--- config.mk ---
export PLATFORM = sky130hd
export DESIGN_NAME = ialc_top
export DESIGN_NICKNAME = d
export VERILOG_FILES = /design/src/core/ialc_pkg.sv /design/src/core/ialc_idle_if.sv /design/src/core/ialc_top.sv /design/src/core/ialc_idle_timer.sv
export SDC_FILE = /design/constraint.sdc
export NUM_CORES = 1
export LEC_CHECK = 0
export BUFFER_PORTS_ARGS = -buffer_cell sky130_fd_sc_hd__clkbuf_2
export CAP_MARGIN = 40
export CORE_MARGIN = 3
export CORE_UTILIZATION = 49
export CTS_CLUSTER_DIAMETER = 30
export CTS_CLUSTER_SIZE = 12
export DETAILED_ROUTE_END_ITERATION = 8
export PLACE_DENSITY_LB_ADDON = 0.12
export SLEW_MARGIN = 20
export SYNTH_ARGS = -nofsm -noshare
export SYNTH_HDL_FRONTEND = slang
export SYNTH_SLANG_ARGS = --single-unit
--- constraint.sdc ---
create_clock -name clock -period 9 [get_ports clock]
set_clock_uncertainty 0.1 [all_clocks]
set_input_delay 1.35 -clock clock [delete_from_list [all_inputs] [get_ports clock]]
set_output_delay 1.35 -clock clock [all_outputs]
set_load 0.005 [all_outputs]
--- src/core/ialc_pkg.sv ---
// shared constants and decode helpers for the interface alarm and loopback block
package ialc_pkg;
  // idle timer limits, in whole seconds
  localparam int IDLE_W = 14;
  localparam logic [IDLE_W-1:0] IDLE_SEC_MAX = 14'h270f; // 9999 s, largest setting
  localparam logic [IDLE_W-1:0] IDLE_OFF = 14'h0000; // zero disables the idle alarm
  localparam logic [IDLE_W-1:0] IDLE_STEP = 14'h0001;
  // alarm selector bit positions
  localparam int MASK_A = 0;
  localparam int MASK_B = 1;
  localparam int MASK_MUTE = 2;
  localparam logic [1:0] ROUTE_NONE = 2'h0;
  localparam logic [1:0] ROUTE_BOTH = 2'h3;
  // per-alarm event handling codes
  localparam logic [1:0] EVT_NONE = 2'h0;
  localparam logic [1:0] EVT_LOG = 2'h1;
  localparam logic [1:0] EVT_ALERT = 2'h2;
  // alarm indices in the status vector
  localparam int ALM_N = 5;
  localparam int ALM_IP = 0;
  localparam int ALM_SEND = 1;
  localparam int ALM_RCV = 2;
  localparam int ALM_TEST = 3;
  localparam int ALM_HW = 4;
  // feature activation code
  localparam int FEAT_CHARS = 20;
  localparam int CHAR_W = 8;
  localparam int FEAT_W = 4;
  localparam logic [CHAR_W-1:0] CHAR_ZERO = 8'h30;
  localparam logic [CHAR_W-1:0] CHAR_NINE = 8'h39;

  // two-bit destination decode: returns {to_b, to_a}
  function automatic logic [1:0] ialc_route(input logic [1:0] sel, input logic alm);
    ialc_route = {sel[MASK_B] & alm, sel[MASK_A] & alm};
  endfunction

  // clamp an idle setting to the documented range
  function automatic logic [IDLE_W-1:0] ialc_clamp(input logic [IDLE_W-1:0] sec);
    ialc_clamp = (sec > IDLE_SEC_MAX) ? IDLE_SEC_MAX : sec;
  endfunction
endpackage

--- src/core/ialc_idle_if.sv ---
// interface between the top block and one data idle timer
`timescale 1ns/1ps
interface ialc_idle_if;
  import ialc_pkg::*;
  logic activity; // data seen this cycle
  logic tick; // one-second tick
  logic [IDLE_W-1:0] limit; // idle time in seconds, zero is off
  logic alarm; // idle alarm level
  modport timer (input activity, input tick, input limit, output alarm);
  modport user (output activity, output tick, output limit, input alarm);
endinterface

--- src/core/ialc_top.sv ---
// alarm routing, data idle alarms and loopback control for the data interface
// Notes on behaviour
// RULE_01: send, test, hardware alarms routed by two bits
// RULE_02: receive data alarm has its own selector
// RULE_03: send idle alarm after programmed seconds
// RULE_04: receive idle alarm after programmed seconds
// RULE_05: satellite loopback returns receive into send
// RULE_06: terrestrial loopback returns send to receive
// RULE_07: framing level loopback returns send to receive
// RULE_08: twenty character code activates features, reported
// RULE_09: interface alarm three bits, high codes mute
// RULE_10: alarm changes ignored, logged or alerted
// RULE_11: idle timers restart on data, clear immediately
`timescale 1ns/1ps
module ialc_top
  import ialc_pkg::*;
#(
  parameter int DW = 8 // data path width
)
(
  input wire logic clock,
  input wire logic resetn,
  input wire logic sec_tick, // one-cycle pulse every second
  input wire logic ter_tx_valid, // terrestrial send input
  input wire logic [DW-1:0] ter_tx_data,
  input wire logic sat_rx_valid, // satellite receive input
  input wire logic [DW-1:0] sat_rx_data,
  output logic sat_tx_valid, // satellite send output
  output logic [DW-1:0] sat_tx_data,
  output logic ter_rx_valid, // terrestrial receive output
  output logic [DW-1:0] ter_rx_data,
  input wire logic ip_alarm_in, // general interface alarm source
  input wire logic hw_alarm_in, // hardware fault source
  input wire logic [IDLE_W-1:0] send_idle_sec,
  input wire logic [IDLE_W-1:0] rcv_idle_sec,
  input wire logic [1:0] send_mask,
  input wire logic [1:0] rcv_mask,
  input wire logic [1:0] test_mask,
  input wire logic [1:0] hw_mask,
  input wire logic [2:0] ip_mask,
  input wire logic sat_loop_en,
  input wire logic ter_wan_loop_en,
  input wire logic ter_hdlc_loop_en,
  input wire logic [2*ALM_N-1:0] event_mode, // two bits per alarm index
  input wire logic feat_load, // one-cycle pulse with the code
  input wire logic [FEAT_CHARS*CHAR_W-1:0] feat_code,
  output logic [FEAT_W-1:0] feat_active,
  output logic feat_reject,
  output logic alarm_a,
  output logic alarm_b,
  output logic mute_carrier,
  output logic test_active,
  output logic send_idle_alarm,
  output logic rcv_idle_alarm,
  output logic [ALM_N-1:0] log_event,
  output logic [ALM_N-1:0] alert_event
);
  ialc_idle_if send_if (); // idle timer at the send interface
  ialc_idle_if rcv_if (); // idle timer at the receive interface

  logic [ALM_N-1:0] alm_now; // current alarm levels
  logic [ALM_N-1:0] alm_prev_reg; // levels one cycle ago
  logic [ALM_N-1:0] log_next;
  logic [ALM_N-1:0] alert_next;
  logic [1:0] r_send;
  logic [1:0] r_rcv;
  logic [1:0] r_test;
  logic [1:0] r_hw;
  logic [1:0] r_ip;
  logic test_now;
  logic code_ok;

  // timers watch the raw interface activity, not the looped data
  assign send_if.activity = ter_tx_valid;
  assign send_if.tick = sec_tick;
  assign send_if.limit = ialc_clamp(send_idle_sec);
  assign rcv_if.activity = sat_rx_valid;
  assign rcv_if.tick = sec_tick;
  assign rcv_if.limit = ialc_clamp(rcv_idle_sec);

  ialc_idle_timer u_send_idle (
    .clock (clock),
    .resetn (resetn),
    .tif (send_if.timer)
  );

  ialc_idle_timer u_rcv_idle (
    .clock (clock),
    .resetn (resetn),
    .tif (rcv_if.timer)
  );

  // any loopback counts as a test in progress
  assign test_now = sat_loop_en | ter_wan_loop_en | ter_hdlc_loop_en;

  // alarm vector in index order
  always_comb begin
    alm_now = '0;
    alm_now[ALM_IP] = ip_alarm_in;
    alm_now[ALM_SEND] = send_if.alarm;
    alm_now[ALM_RCV] = rcv_if.alarm;
    alm_now[ALM_TEST] = test_now;
    alm_now[ALM_HW] = hw_alarm_in;
  end

  // per-source destinations
  assign r_send = ialc_route(send_mask, alm_now[ALM_SEND]); // see RULE_01
  assign r_test = ialc_route(test_mask, alm_now[ALM_TEST]); // see RULE_01
  assign r_hw = ialc_route(hw_mask, alm_now[ALM_HW]); // see RULE_01
  assign r_rcv = ialc_route(rcv_mask, alm_now[ALM_RCV]); // see RULE_02
  assign r_ip = ialc_route(ip_mask[MASK_B:MASK_A], alm_now[ALM_IP]); // see RULE_09

  // alarm outputs are the or of every routed source
  always_ff @(posedge clock) begin
    if (!resetn) begin
      alarm_a <= 1'b0;
      alarm_b <= 1'b0;
    end else begin
      alarm_a <= r_send[0] | r_rcv[0] | r_test[0] | r_hw[0] | r_ip[0]; // see RULE_01
      alarm_b <= r_send[1] | r_rcv[1] | r_test[1] | r_hw[1] | r_ip[1]; // see RULE_02
    end
  end

  // carrier mute follows the interface alarm only
  always_ff @(posedge clock) begin
    if (!resetn) begin
      mute_carrier <= 1'b0;
    end else begin
      mute_carrier <= ip_alarm_in & ip_mask[MASK_MUTE]; // see RULE_09
    end
  end

  // status levels shown outside
  always_ff @(posedge clock) begin
    if (!resetn) begin
      test_active <= 1'b0;
      send_idle_alarm <= 1'b0;
      rcv_idle_alarm <= 1'b0;
    end else begin
      test_active <= test_now;
      send_idle_alarm <= send_if.alarm; // see RULE_03
      rcv_idle_alarm <= rcv_if.alarm; // see RULE_04
    end
  end

  // satellite send path; loopback swaps in the receive stream
  always_ff @(posedge clock) begin
    if (!resetn) begin
      sat_tx_valid <= 1'b0;
      sat_tx_data <= '0;
    end else if (sat_loop_en) begin
      sat_tx_valid <= sat_rx_valid; // see RULE_05
      sat_tx_data <= sat_rx_data;
    end else begin
      sat_tx_valid <= ter_tx_valid;
      sat_tx_data <= ter_tx_data;
    end
  end

  // terrestrial receive path; either terrestrial loopback returns send data
  // both loops share one mux since each only needs the send stream back
  always_ff @(posedge clock) begin
    if (!resetn) begin
      ter_rx_valid <= 1'b0;
      ter_rx_data <= '0;
    end else if (ter_wan_loop_en || ter_hdlc_loop_en) begin
      ter_rx_valid <= ter_tx_valid; // see RULE_06 see RULE_07
      ter_rx_data <= ter_tx_data;
    end else begin
      ter_rx_valid <= sat_rx_valid;
      ter_rx_data <= sat_rx_data;
    end
  end

  // change detection reference
  always_ff @(posedge clock) begin
    if (!resetn) begin
      alm_prev_reg <= '0;
    end else begin
      alm_prev_reg <= alm_now;
    end
  end

  // event decode per alarm; the unused code 3 logs without alert
  for (genvar i = 0; i < ALM_N; i++) begin : g_evt
    assign log_next[i] = (alm_now[i] != alm_prev_reg[i]) &&
                         (event_mode[2*i +: 2] != EVT_NONE); // see RULE_10
    assign alert_next[i] = (alm_now[i] != alm_prev_reg[i]) &&
                           (event_mode[2*i +: 2] == EVT_ALERT); // see RULE_10
  end

  // event pulses, one cycle per change
  always_ff @(posedge clock) begin
    if (!resetn) begin
      log_event <= '0;
      alert_event <= '0;
    end else begin
      log_event <= log_next;
      alert_event <= alert_next;
    end
  end

  // a code is accepted only if every character is a decimal digit
  always_comb begin
    code_ok = 1'b1;
    for (int c = 0; c < FEAT_CHARS; c++) begin
      if ((feat_code[c*CHAR_W +: CHAR_W] < CHAR_ZERO) ||
          (feat_code[c*CHAR_W +: CHAR_W] > CHAR_NINE)) begin
        code_ok = 1'b0;
      end
    end
  end

  // active features come from the last digit; a bad code keeps the old set
  always_ff @(posedge clock) begin
    if (!resetn) begin
      feat_active <= '0;
      feat_reject <= 1'b0;
    end else begin
      feat_reject <= feat_load & !code_ok;
      if (feat_load && code_ok) begin
        feat_active <= feat_code[FEAT_W-1:0]; // see RULE_08
      end
    end
  end
endmodule

--- src/core/ialc_idle_timer.sv ---
// data idle timer: counts seconds without activity and raises an alarm
`timescale 1ns/1ps
module ialc_idle_timer
  import ialc_pkg::*;
(
  input wire logic clock,
  input wire logic resetn,
  ialc_idle_if.timer tif
);
  logic [IDLE_W-1:0] count_reg; // seconds since last activity
  logic [IDLE_W-1:0] count_next;
  logic alarm_reg;
  logic alarm_next;

  // next count: activity restarts, a tick advances until the limit
  always_comb begin
    count_next = count_reg;
    if (tif.activity) begin
      count_next = IDLE_OFF; // see RULE_11
    end else if (tif.tick && (count_reg < tif.limit)) begin
      count_next = count_reg + IDLE_STEP; // stops at limit so it cannot wrap
    end
    // activity in the same cycle always clears, even on the tick
    alarm_next = (tif.limit != IDLE_OFF) && !tif.activity && (count_next >= tif.limit);
  end

  // second counter
  always_ff @(posedge clock) begin
    if (!resetn) begin
      count_reg <= IDLE_OFF;
    end else begin
      count_reg <= count_next; // see RULE_11
    end
  end

  // alarm level; lowering the limit below the count raises it at once
  always_ff @(posedge clock) begin
    if (!resetn) begin
      alarm_reg <= 1'b0;
    end else begin
      alarm_reg <= alarm_next; // see RULE_03 see RULE_04
    end
  end

  assign tif.alarm = alarm_reg;
endmodule

==> results of run 1 <==
==> power groups by stage <==
stage               clock [mW]  combinational [mW]  sequential, mW
CTS                      0.249               0.134           0.327
finish                   0.244               0.136           0.326
detailed placement           0               0.133           0.334
global placement             0               0.129           0.334
floorplan                    0              0.0570           0.335
global route             0.261               0.150           0.328
==> critical path, cell delays in order <==
cell and delay [ns]:
clkbuf_2 0.09, nor4_1 0.37, o21ai_1 0.20, and2_1 0.25, nor2_1 0.23, ha_1 0.30
a21o_1 0.16, a21o_1 0.17, a211o_1 0.28, o21a_2 0.42, or4_1 0.57, a21oi_1 0.17
ha_1 0.27, a21o_1 0.18, a21oi_1 0.17, o221ai_1 0.14, a2111oi_0 0.40, o21ai_0 0.10
and3_1 0.18
==> final cells by class <==
| type | instances | area, um^2 |
|---|---|---|
| multi-input combinational | 493 | 3410 |
| timing repair buffer | 260 | 1320 |
| sequential | 71 | 1420 |
| inverter | 14 | 52.6 |
| fill | 836 | 3260 |
| clock buffer | 9 | 124 |
| clock inverter | 7 | 62.6 |
| tap | 133 | 166 |
==> cells in the mapped netlist, drive strengths merged, types with 7 or more instances <==
cell type / number / area share
nor4bb: 13 / 0.026
a21boi: 11 / 0.017
nor3: 7 / 0.0070
nor2: 57 / 0.043
nand3: 10 / 0.010
mux2i: 18 / 0.036
clkbuf: 17 / 0.013
nand4: 23 / 0.029
o31ai: 7 / 0.011
ha: 56 / 0.14
xnor2: 14 / 0.025
dfxtp: 71 / 0.29
nand2: 63 / 0.047
or4: 8 / 0.012
a21oi: 33 / 0.033
inv: 14 / 0.011
o21ai: 35 / 0.036
nor4: 12 / 0.015
a211oi: 9 / 0.014
nor2b: 20 / 0.025
and3: 11 / 0.014
nand2b: 8 / 0.010
a2111oi: 8 / 0.017
a21o: 10 / 0.015
==> metrics by stage <==
stage | utilization | cell area (um^2)
after floorplan | - | 4990
after CTS | 0.665 | 6530
after global routing | 0.668 | 6560
after global placement | 0.646 | 6340
final | 0.668 | 6560
after detailed placement | 0.646 | 6340
==> worst paths after layout <==
check,from,to,slack [ns],cells after the start
min,feat_active[1],feat_active[1],0.43,2
min reg2reg,feat_active[1],feat_active[1],0.43,2
max reg2reg,u_rcv_idle.count_reg[4],u_rcv_idle.tif.alarm,4.77,14
max,send_idle_sec[6],u_send_idle.tif.alarm,3.15,19
==> logic make-up after synthesis <==
kind of cell	share of synthesized area
AOI/OAI and AO/OA	0.187
xor gates and xnor gates	0.0316
adders and majority gates	0.141
buffers and inverters	0.0311
DFF	0.285
muxes	0.0384
and+or+nand+nor	0.286
==> layer usage <==
metal | share of wire | up-vias
li1 | - | 2750
met5 | 0 | -
met3 | 0.061 | 21
met2 | 0.52 | 183
met1 | 0.41 | 2567
met4 | 0.016 | 0
==> cell usage in the layout (no fill, tap or decap), types with 9 or more instances in the layout <==
master and n:
nand4_1 23, mux2i_1 18, nor4bb_1 13, ha_1 56, a211oi_1 9, a21o_1 10, nor2b_1 20, nand3_1 10
and3_1 11, a21boi_0 11, inv_1 14, dfxtp_1 71, o21ai_0 32, nor2_1 57, a21oi_1 33, xnor2_1 14
clkbuf_2 255, clkbuf_8 9, nor4_1 12, nand2_1 63
==> impl_metrics.py, run 1 <==
metrics = {
    "status": {
        "outcome": "completed",
    },
    "logic_synthesis": {
        "synth_warnings": 0,
        "synth_edf_count": 0,
        "synthArstFlopShare": 0,
        "synth_seq_cells": 71,
        "syn_area_um2": 4990,
        "syn_area_per_cell_um2": 8.30,
        "ys_seq_area_frac": 0.285,
        "syn_inst": 601,
        "synth_top_flop_cell": "dfxtp_1",
        "ys_types": 58,
        "syn_nets": 893,
    },
    "routing": {
        "drt_first_iter_violations": 360,
        "vias_per_cell": 5.59,
        "detail_route.first_pass.iterations": 5,
        "wl_per_cell_um": 17.1,
        "totalWireLength_um": 16900,
        "drc": 0,
        "final_antenna_net_count": 0,
        "vias": 5521,
    },
    "clock_network": {
        "htreeDepth": 3,
        "clock_latency_ns": 0.35,
        "hold_buffers": 0,
        "clock-sinks": 71,
        "cts_resized": 0,
        "cts_root_buf": "clkbuf_8",
        "cts_buffers": 9,
        "cts_tree": "done",
        "clk_pin_slew_worst_paths_ns": 0.08,
        "clockBufferDepth": 2,
        "cts_setup_buffers": 0,
    },
    "global_route": {
        "grt_overflow_total": 0,
        "grt_usage": 0.282,
        "use_met2": 0.509,
        "grt_max_degree": 40,
        "use_met1": 0.345,
        "grt_pass1_wl_um": 25800,
        "antenna_found_initial": 0,
        "busiest_layer": "met2",
        "grtUsageMet3": 0.0572,
        "grt_pass1_vias": 5301,
    },
    "timing": {
        "finalCriticalPeriod_ns": 5.85,
        "hold_slack_ns": 0.430,
        "setup_ws_ns": 3.15,
        "setup_tns_ns": 0,
        "finalSetupViolCount": 0,
        "relSlewSlack": 0.534,
        "tightestPinTransition_ns": 0.681,
        "hold_violations": 0,
        "rsz0062_at_grt": "false",
        "min_period_over_period": 0.650,
        "clock.fmax_ghz": 0.171,
        "slew_viol_final": 0,
    },
    "placed_design": {
        "dpl.hpwl_um": 13900,
        "io_buffers": 255,
        "gp_congestion": 1.04,
        "place_ws_ns": 2.77,
        "dp.cells": 968,
    },
    "run": {
        "maxCapViolations": 0,
    },
    "critical_path": {
        "critPathMaxFanout": 34,
        "cp-end-kind": "flip-flop",
        "cp.required_ns": 9.14,
        "path_class": "primary input to flip-flop",
        "critical_path.startpoint_type": "primary input",
        "worstPathArrival_ns": 5.99,
    },
    "pwr": {
        "p_comb_frac": 0.192,
        "p_total_uw": 706,
        "leakagePower_nw": 3.22,
        "clkPwrFrac": 0.345,
        "internal_power_uw": 496,
        "peakVddDrop_mv": 0.0953,
        "swShare": 0.297,
        "p_sw_uw": 210,
        "seqPwrFrac": 0.462,
        "powerDensity_nw_per_um2": 108,
    },
    "die": {
        "initial_core_util": 0.508,
        "core_um2": 9820,
        "ios": 275,
        "die_y_um": 107,
        "rows": 36,
        "die_area_um2": 11400,
        "die_w_um": 107,
    },
    "cells_and_area": {
        "antenna_cells": 0,
        "area_growth_pct": 31.5,
        "stdcell_count": 987,
        "drive_gt1_frac": 0.334,
        "final_nets": 1141,
    },
    "hold_path": {
        "hold_path.class": "flip-flop to flip-flop",
    },
}
Power figures use the tool's default switching activity.
==> run 2: changes to the inputs <==
--- a/config.mk
+++ b/config.mk
@@ -8,7 +8,7 @@
 export BUFFER_PORTS_ARGS = -buffer_cell sky130_fd_sc_hd__clkbuf_2
 export CAP_MARGIN = 40
 export CORE_MARGIN = 3
-export CORE_UTILIZATION = 49
+export CORE_UTILIZATION = 46
 export CTS_CLUSTER_DIAMETER = 30
 export CTS_CLUSTER_SIZE = 12
 export DETAILED_ROUTE_END_ITERATION = 8
==> constraint.sdc (replaced) <==
create_clock -name clock -period 5.6 [get_ports clock]
set_clock_uncertainty 0.1 [all_clocks]
set_input_delay 0.84 -clock clock [delete_from_list [all_inputs] [get_ports clock]]
set_output_delay 0.84 -clock clock [all_outputs]
set_load 0.005 [all_outputs]
==> impl_metrics.py, run 2 (synthesis gave the netlist of run 1 again) <==
metrics = {
    "die": {
        "rows": 37,
        "die_w_um": 110,
        "die_area_um2": 12100,
        "ios": 275,
        "die_y_um": 110,
        "initial_core_util": 0.479,
        "core_um2": 10400,
    },
    "timing": {
        "relSlewSlack": 0.525,
        "min_period_over_period": 0.898,
        "setup_tns_ns": 0,
        "finalSetupViolCount": 0,
        "rsz0062_at_grt": "false",
        "hold_violations": 0,
        "clock.fmax_ghz": 0.199,
        "tightestPinTransition_ns": 0.711,
        "slew_viol_final": 0,
        "finalCriticalPeriod_ns": 5.03,
    },
    "clock_network": {
        "clk_pin_slew_worst_paths_ns": 0.08,
        "cts_root_buf": "clkbuf_8",
        "htreeDepth": 3,
        "clockBufferDepth": 2,
        "cts_resized": 0,
        "cts_tree": "done",
        "clock_latency_ns": 0.36,
        "cts_buffers": 9,
        "clock-sinks": 71,
        "hold_buffers": 0,
        "cts_setup_buffers": 0,
    },
    "global_route": {
        "grt_pass1_wl_um": 25400,
        "grt_usage": 0.270,
        "grt_pass1_vias": 5385,
        "grt_max_degree": 40,
        "antenna_found_initial": 0,
        "grt_overflow_total": 0,
    },
    "pwr": {
        "powerDensity_nw_per_um2": 185,
        "p_sw_uw": 337,
        "p_comb_frac": 0.178,
        "internal_power_uw": 883,
        "p_total_mw": 1.22,
        "peakVddDrop_mv": 0.138,
        "clkPwrFrac": 0.391,
        "swShare": 0.276,
        "leakagePower_nw": 3.25,
        "seqPwrFrac": 0.430,
    },
    "critical_path": {
        "critical-path-slowest-cell": "or4_1",
        "cp-end-kind": "flip-flop",
        "worstPathArrival_ns": 5.17,
        "critPathTopFamily": "compound AO/OA/AOI/OAI gates",
        "cp_slowest_stage_delay_ns": 0.50,
        "startpoint": "send_idle_sec[6]",
        "regToRegSetupSlack_ns": 1.67,
        "r2r-end": "u_send_idle.tif.alarm",
        "worst_r2r_path_depth": 14,
        "critPathMaxFanout": 7,
        "r2r-start": "u_send_idle.count_reg[3]",
        "critical_path.cell_chain": "clkbuf_2 -> nor4_1 -> o21ai_1 -> and2_1 -> nor2_1 -> ha_1 -> a21o_1 -> a21o_1 -> a211o_1 -> o21a_2 -> or4_1 -> a21oi_1 -> ha_1 -> a21o_1 -> a21oi_1 -> o221ai_1 -> a2111oi_0 -> o21ai_0 -> and3_1",
        "worst_path_most_repeated_cell": "a21o_1",
        "critical_path.startpoint_type": "primary input",
        "path_buf_inv": 1,
        "cp.required_ns": 5.74,
        "path_class": "primary input to flip-flop",
    },
    "routing": {
        "drt_first_iter_violations": 300,
        "final_antenna_net_count": 0,
        "drc": 0,
        "wl_per_cell_um": 17.3,
        "vias_per_cell": 5.64,
        "vias": 5590,
        "detail_route.first_pass.iterations": 5,
        "totalWireLength_um": 17200,
    },
    "status": {
        "outcome": "completed",
    },
    "cells_and_area": {
        "final_common_cell": "clkbuf_2",
        "drive_gt1_frac": 0.335,
        "stdcell_count": 992,
        "final_nets": 1143,
        "layout_common_cells": "255 x clkbuf_2, 71 x dfxtp_1, 63 x nand2_1, 57 x nor2_1, 56 x ha_1",
        "antenna_cells": 0,
        "area_growth_pct": 32.6,
    },
    "hold_path": {
        "hold_path.startpoint": "u_send_idle.count_reg[13]",
        "hold_path.class": "flip-flop to flip-flop",
        "whs_path_depth": 2,
        "whs_endpoint": "u_send_idle.count_reg[13]",
    },
    "placed_design": {
        "dp.cells": 976,
        "io_buffers": 255,
        "dpl.hpwl_um": 14200,
        "gp_congestion": 1.03,
    },
    "run": {
        "maxCapViolations": 0,
    },
}
==> run 2: worst min-delay path, stage by stage (launching register included) <==
cell and delay, ns:
dfxtp_1 0.33, o41ai_1 0.08, a21oi_1 0.06
==> run 2: worst max path at each step <==
stage / end / slack, ns / cells after the start
after floorplan: u_send_idle.tif.alarm / 0.59 / 20
after global routing: u_send_idle.tif.alarm / 0.14 / 19
final: u_send_idle.tif.alarm / 0.57 / 19
after detailed placement: u_send_idle.tif.alarm / 0.25 / 19
after global placement: u_send_idle.tif.alarm / 0.24 / 19
after CTS: u_send_idle.tif.alarm / 0.62 / 19
==> run 2: layout make-up <==
type                    count  area (um^2)
fillers                   915         3810
multi-input cells         493         3410
flip-flops and latches     71         1420
repair buffers            262         1330
well taps                 136          170
clock buffers               9          124
clock inverters             7          104
inverters                  14         52.6
==> run 2: stage by stage <==
stage	hold WS (ns)	util	instance area (um^2)	setup slack [ns]
after floorplan	0.374	-	4990	0.587
after global placement	0.389	0.613	6380	0.236
after detailed placement	0.402	0.613	6380	0.248
after CTS	0.422	0.635	6610	0.622
after global routing	0.455	0.635	6610	0.141
final	0.421	0.635	6610	0.572
==> run 2: power groups by stage <==
stage	logic [mW]	clock network (mW)	registers, mW
after global routing	0.242	0.507	0.526
after CTS	0.217	0.489	0.525
after detailed placement	0.215	0	0.537
final	0.217	0.477	0.525
after global placement	0.208	0	0.537
after floorplan	0.0916	0	0.538
==> run 2: layer usage <==
layer	track usage	wire, um	up-vias
met3	0.0524	1160	24
met4	0.0897	344	0
met5	0	0	-
li1	-	-	2759
met2	0.487	8780	199
met1	0.319	6900	2608
==> run 3: changes to the inputs <==
--- a/config.mk
+++ b/config.mk
@@ -12,6 +12,7 @@
 export CTS_CLUSTER_DIAMETER = 30
 export CTS_CLUSTER_SIZE = 12
 export DETAILED_ROUTE_END_ITERATION = 8
+export MAX_ROUTING_LAYER = met4
 export PLACE_DENSITY_LB_ADDON = 0.12
 export SLEW_MARGIN = 20
 export SYNTH_ARGS = -nofsm -noshare
==> impl_metrics.py, run 3 (synthesis gave the netlist of run 1 again) <==
metrics = {
    "global_route": {
        "grt_usage": 0.274,
        "antenna_found_initial": 0,
        "grt_pass1_wl_um": 25100,
        "grt_max_degree": 40,
        "grt_overflow_total": 0,
        "grt_pass1_vias": 5333,
    },
    "clock_network": {
        "cts_tree": "done",
        "hold_buffers": 0,
        "cts_setup_buffers": 0,
        "cts_buffers": 9,
        "htreeDepth": 3,
        "clockBufferDepth": 2,
        "cts_root_buf": "clkbuf_8",
        "clock_latency_ns": 0.35,
        "cts_resized": 0,
        "clk_pin_slew_worst_paths_ns": 0.08,
        "clock-sinks": 71,
    },
    "die": {
        "ios": 275,
        "die_w_um": 110,
        "die_y_um": 110,
        "die_area_um2": 12100,
        "initial_core_util": 0.479,
        "core_um2": 10400,
        "rows": 37,
    },
    "critical_path": {
        "critical_path.startpoint_type": "primary input",
        "cp.required_ns": 5.73,
        "worstPathArrival_ns": 5.31,
        "r2r-end": "u_rcv_idle.tif.alarm",
        "regToRegSetupSlack_ns": 1.58,
        "worst_r2r_path_depth": 13,
        "path_class": "primary input to flip-flop",
        "critPathMaxFanout": 19,
        "cp-end-kind": "flip-flop",
        "r2r-start": "u_rcv_idle.count_reg[12]",
    },
    "routing": {
        "totalWireLength_um": 17100,
        "drc": 0,
        "met2RoutedLength_um": 8680,
        "final_antenna_net_count": 0,
        "detail_route.first_pass.iterations": 5,
        "vias_per_cell": 5.65,
        "vias": 5603,
        "highest_layer": "met4",
        "wl_per_cell_um": 17.2,
        "wl_met1_um": 6910,
        "drt_first_iter_violations": 357,
        "wl_met3_um": 1220,
    },
    "timing": {
        "slew_viol_final": 0,
        "finalSetupViolCount": 0,
        "setup_ws_ns": 0.420,
        "setup_tns_ns": 0,
        "tightestPinTransition_ns": 0.804,
        "hold_violations": 0,
        "min_period_over_period": 0.925,
        "rsz0062_at_grt": "false",
        "clock.fmax_ghz": 0.193,
        "finalCriticalPeriod_ns": 5.18,
        "relSlewSlack": 0.450,
    },
    "cells_and_area": {
        "final_nets": 1143,
        "area_growth_pct": 31.7,
        "layout_common_cells": "255 x clkbuf_2, 71 x dfxtp_1, 63 x nand2_1, 57 x nor2_1, 56 x ha_1",
        "stdcell_area_um2": 6570,
        "antenna_cells": 0,
        "drive_gt1_frac": 0.335,
        "final_core_util": 0.631,
        "final_common_cell": "clkbuf_2",
    },
    "status": {
        "outcome": "completed",
    },
    "pwr": {
        "peakVddDrop_mv": 0.133,
        "leakagePower_nw": 3.22,
        "powerDensity_nw_per_um2": 172,
    },
    "placed_design": {
        "io_buffers": 255,
        "gp_congestion": 1.04,
        "dpl.hpwl_um": 14200,
        "placed_area_um2": 6380,
        "place_ws_ns": 0.170,
    },
    "hold_path": {
        "whs_endpoint": "u_send_idle.count_reg[13]",
        "hold_path.startpoint": "u_send_idle.count_reg[13]",
        "hold_path.class": "flip-flop to flip-flop",
        "whs_path_depth": 2,
    },
    "run": {
        "maxCapViolations": 0,
    },
}
==> run 3: changes by cell type in the layout (fill, tap and decap cells not counted) <==
cell / delta
clkinv_4: -1
inv_6: +1
bufinv_16: -2
clkinvlp_4: +1
inv_8: +1
==> run 3: cell type report <==
type / count / area (um^2)
multi-input combinational: 493 / 3410
clock inverter: 7 / 62.6
tap: 136 / 170
timing repair buffer: 262 / 1330
inverter: 14 / 52.6
clock buffer: 9 / 124
sequential: 71 / 1420
fill: 939 / 3850
==> run 3: report_power, final <==
group	internal [mW]	switching (mW)
registers	0.519	0.00579
logic	0.108	0.110
clock network	0.170	0.220
==> run 3: worst max-delay path by stage <==
stage                          start               endpoint  slack (ns)  cells past startpoint
finish              send_idle_sec[6]  u_send_idle.tif.alarm        0.42                     19
global route        send_idle_sec[6]  u_send_idle.tif.alarm        0.12                     19
CTS                 send_idle_sec[6]  u_send_idle.tif.alarm        0.53                     19
detailed placement  send_idle_sec[6]  u_send_idle.tif.alarm        0.17                     19
global placement    send_idle_sec[6]  u_send_idle.tif.alarm        0.27                     19
floorplan           send_idle_sec[6]  u_send_idle.tif.alarm        0.59                     20
==> run 3: metal layers <==
metal	global-route usage	vias to the layer above
li1	-	2754
met5	-	-
met4	0.0572	0
met3	0.0565	20
met2	0.483	192
met1	0.325	2637
==> run 3: worst max-delay path: stages <==
cell and delay, ns:
clkbuf_2 0.09, nor4_1 0.43, o21ai_1 0.17, and2_1 0.25
nor2_1 0.21, ha_1 0.29, a21o_1 0.16, a21o_1 0.17
a211o_1 0.28, o21a_2 0.25, buf_4 0.20, or4_1 0.51
a21oi_1 0.20, ha_1 0.27, o21ai_0 0.21, a21oi_1 0.11
a2111oi_0 0.37, o21ai_0 0.13, and3_1 0.17
==> run 3: through the flow <==
stage	std cells	total power, mW	hold slack (ns)
6_report	992	1.13	0.424
5_1_grt	992	1.19	0.464
4_1_cts	992	1.14	0.425
3_5_place_dp	976	0.752	0.413
3_3_place_gp	976	0.745	0.389
2_1_floorplan	601	0.630	0.374
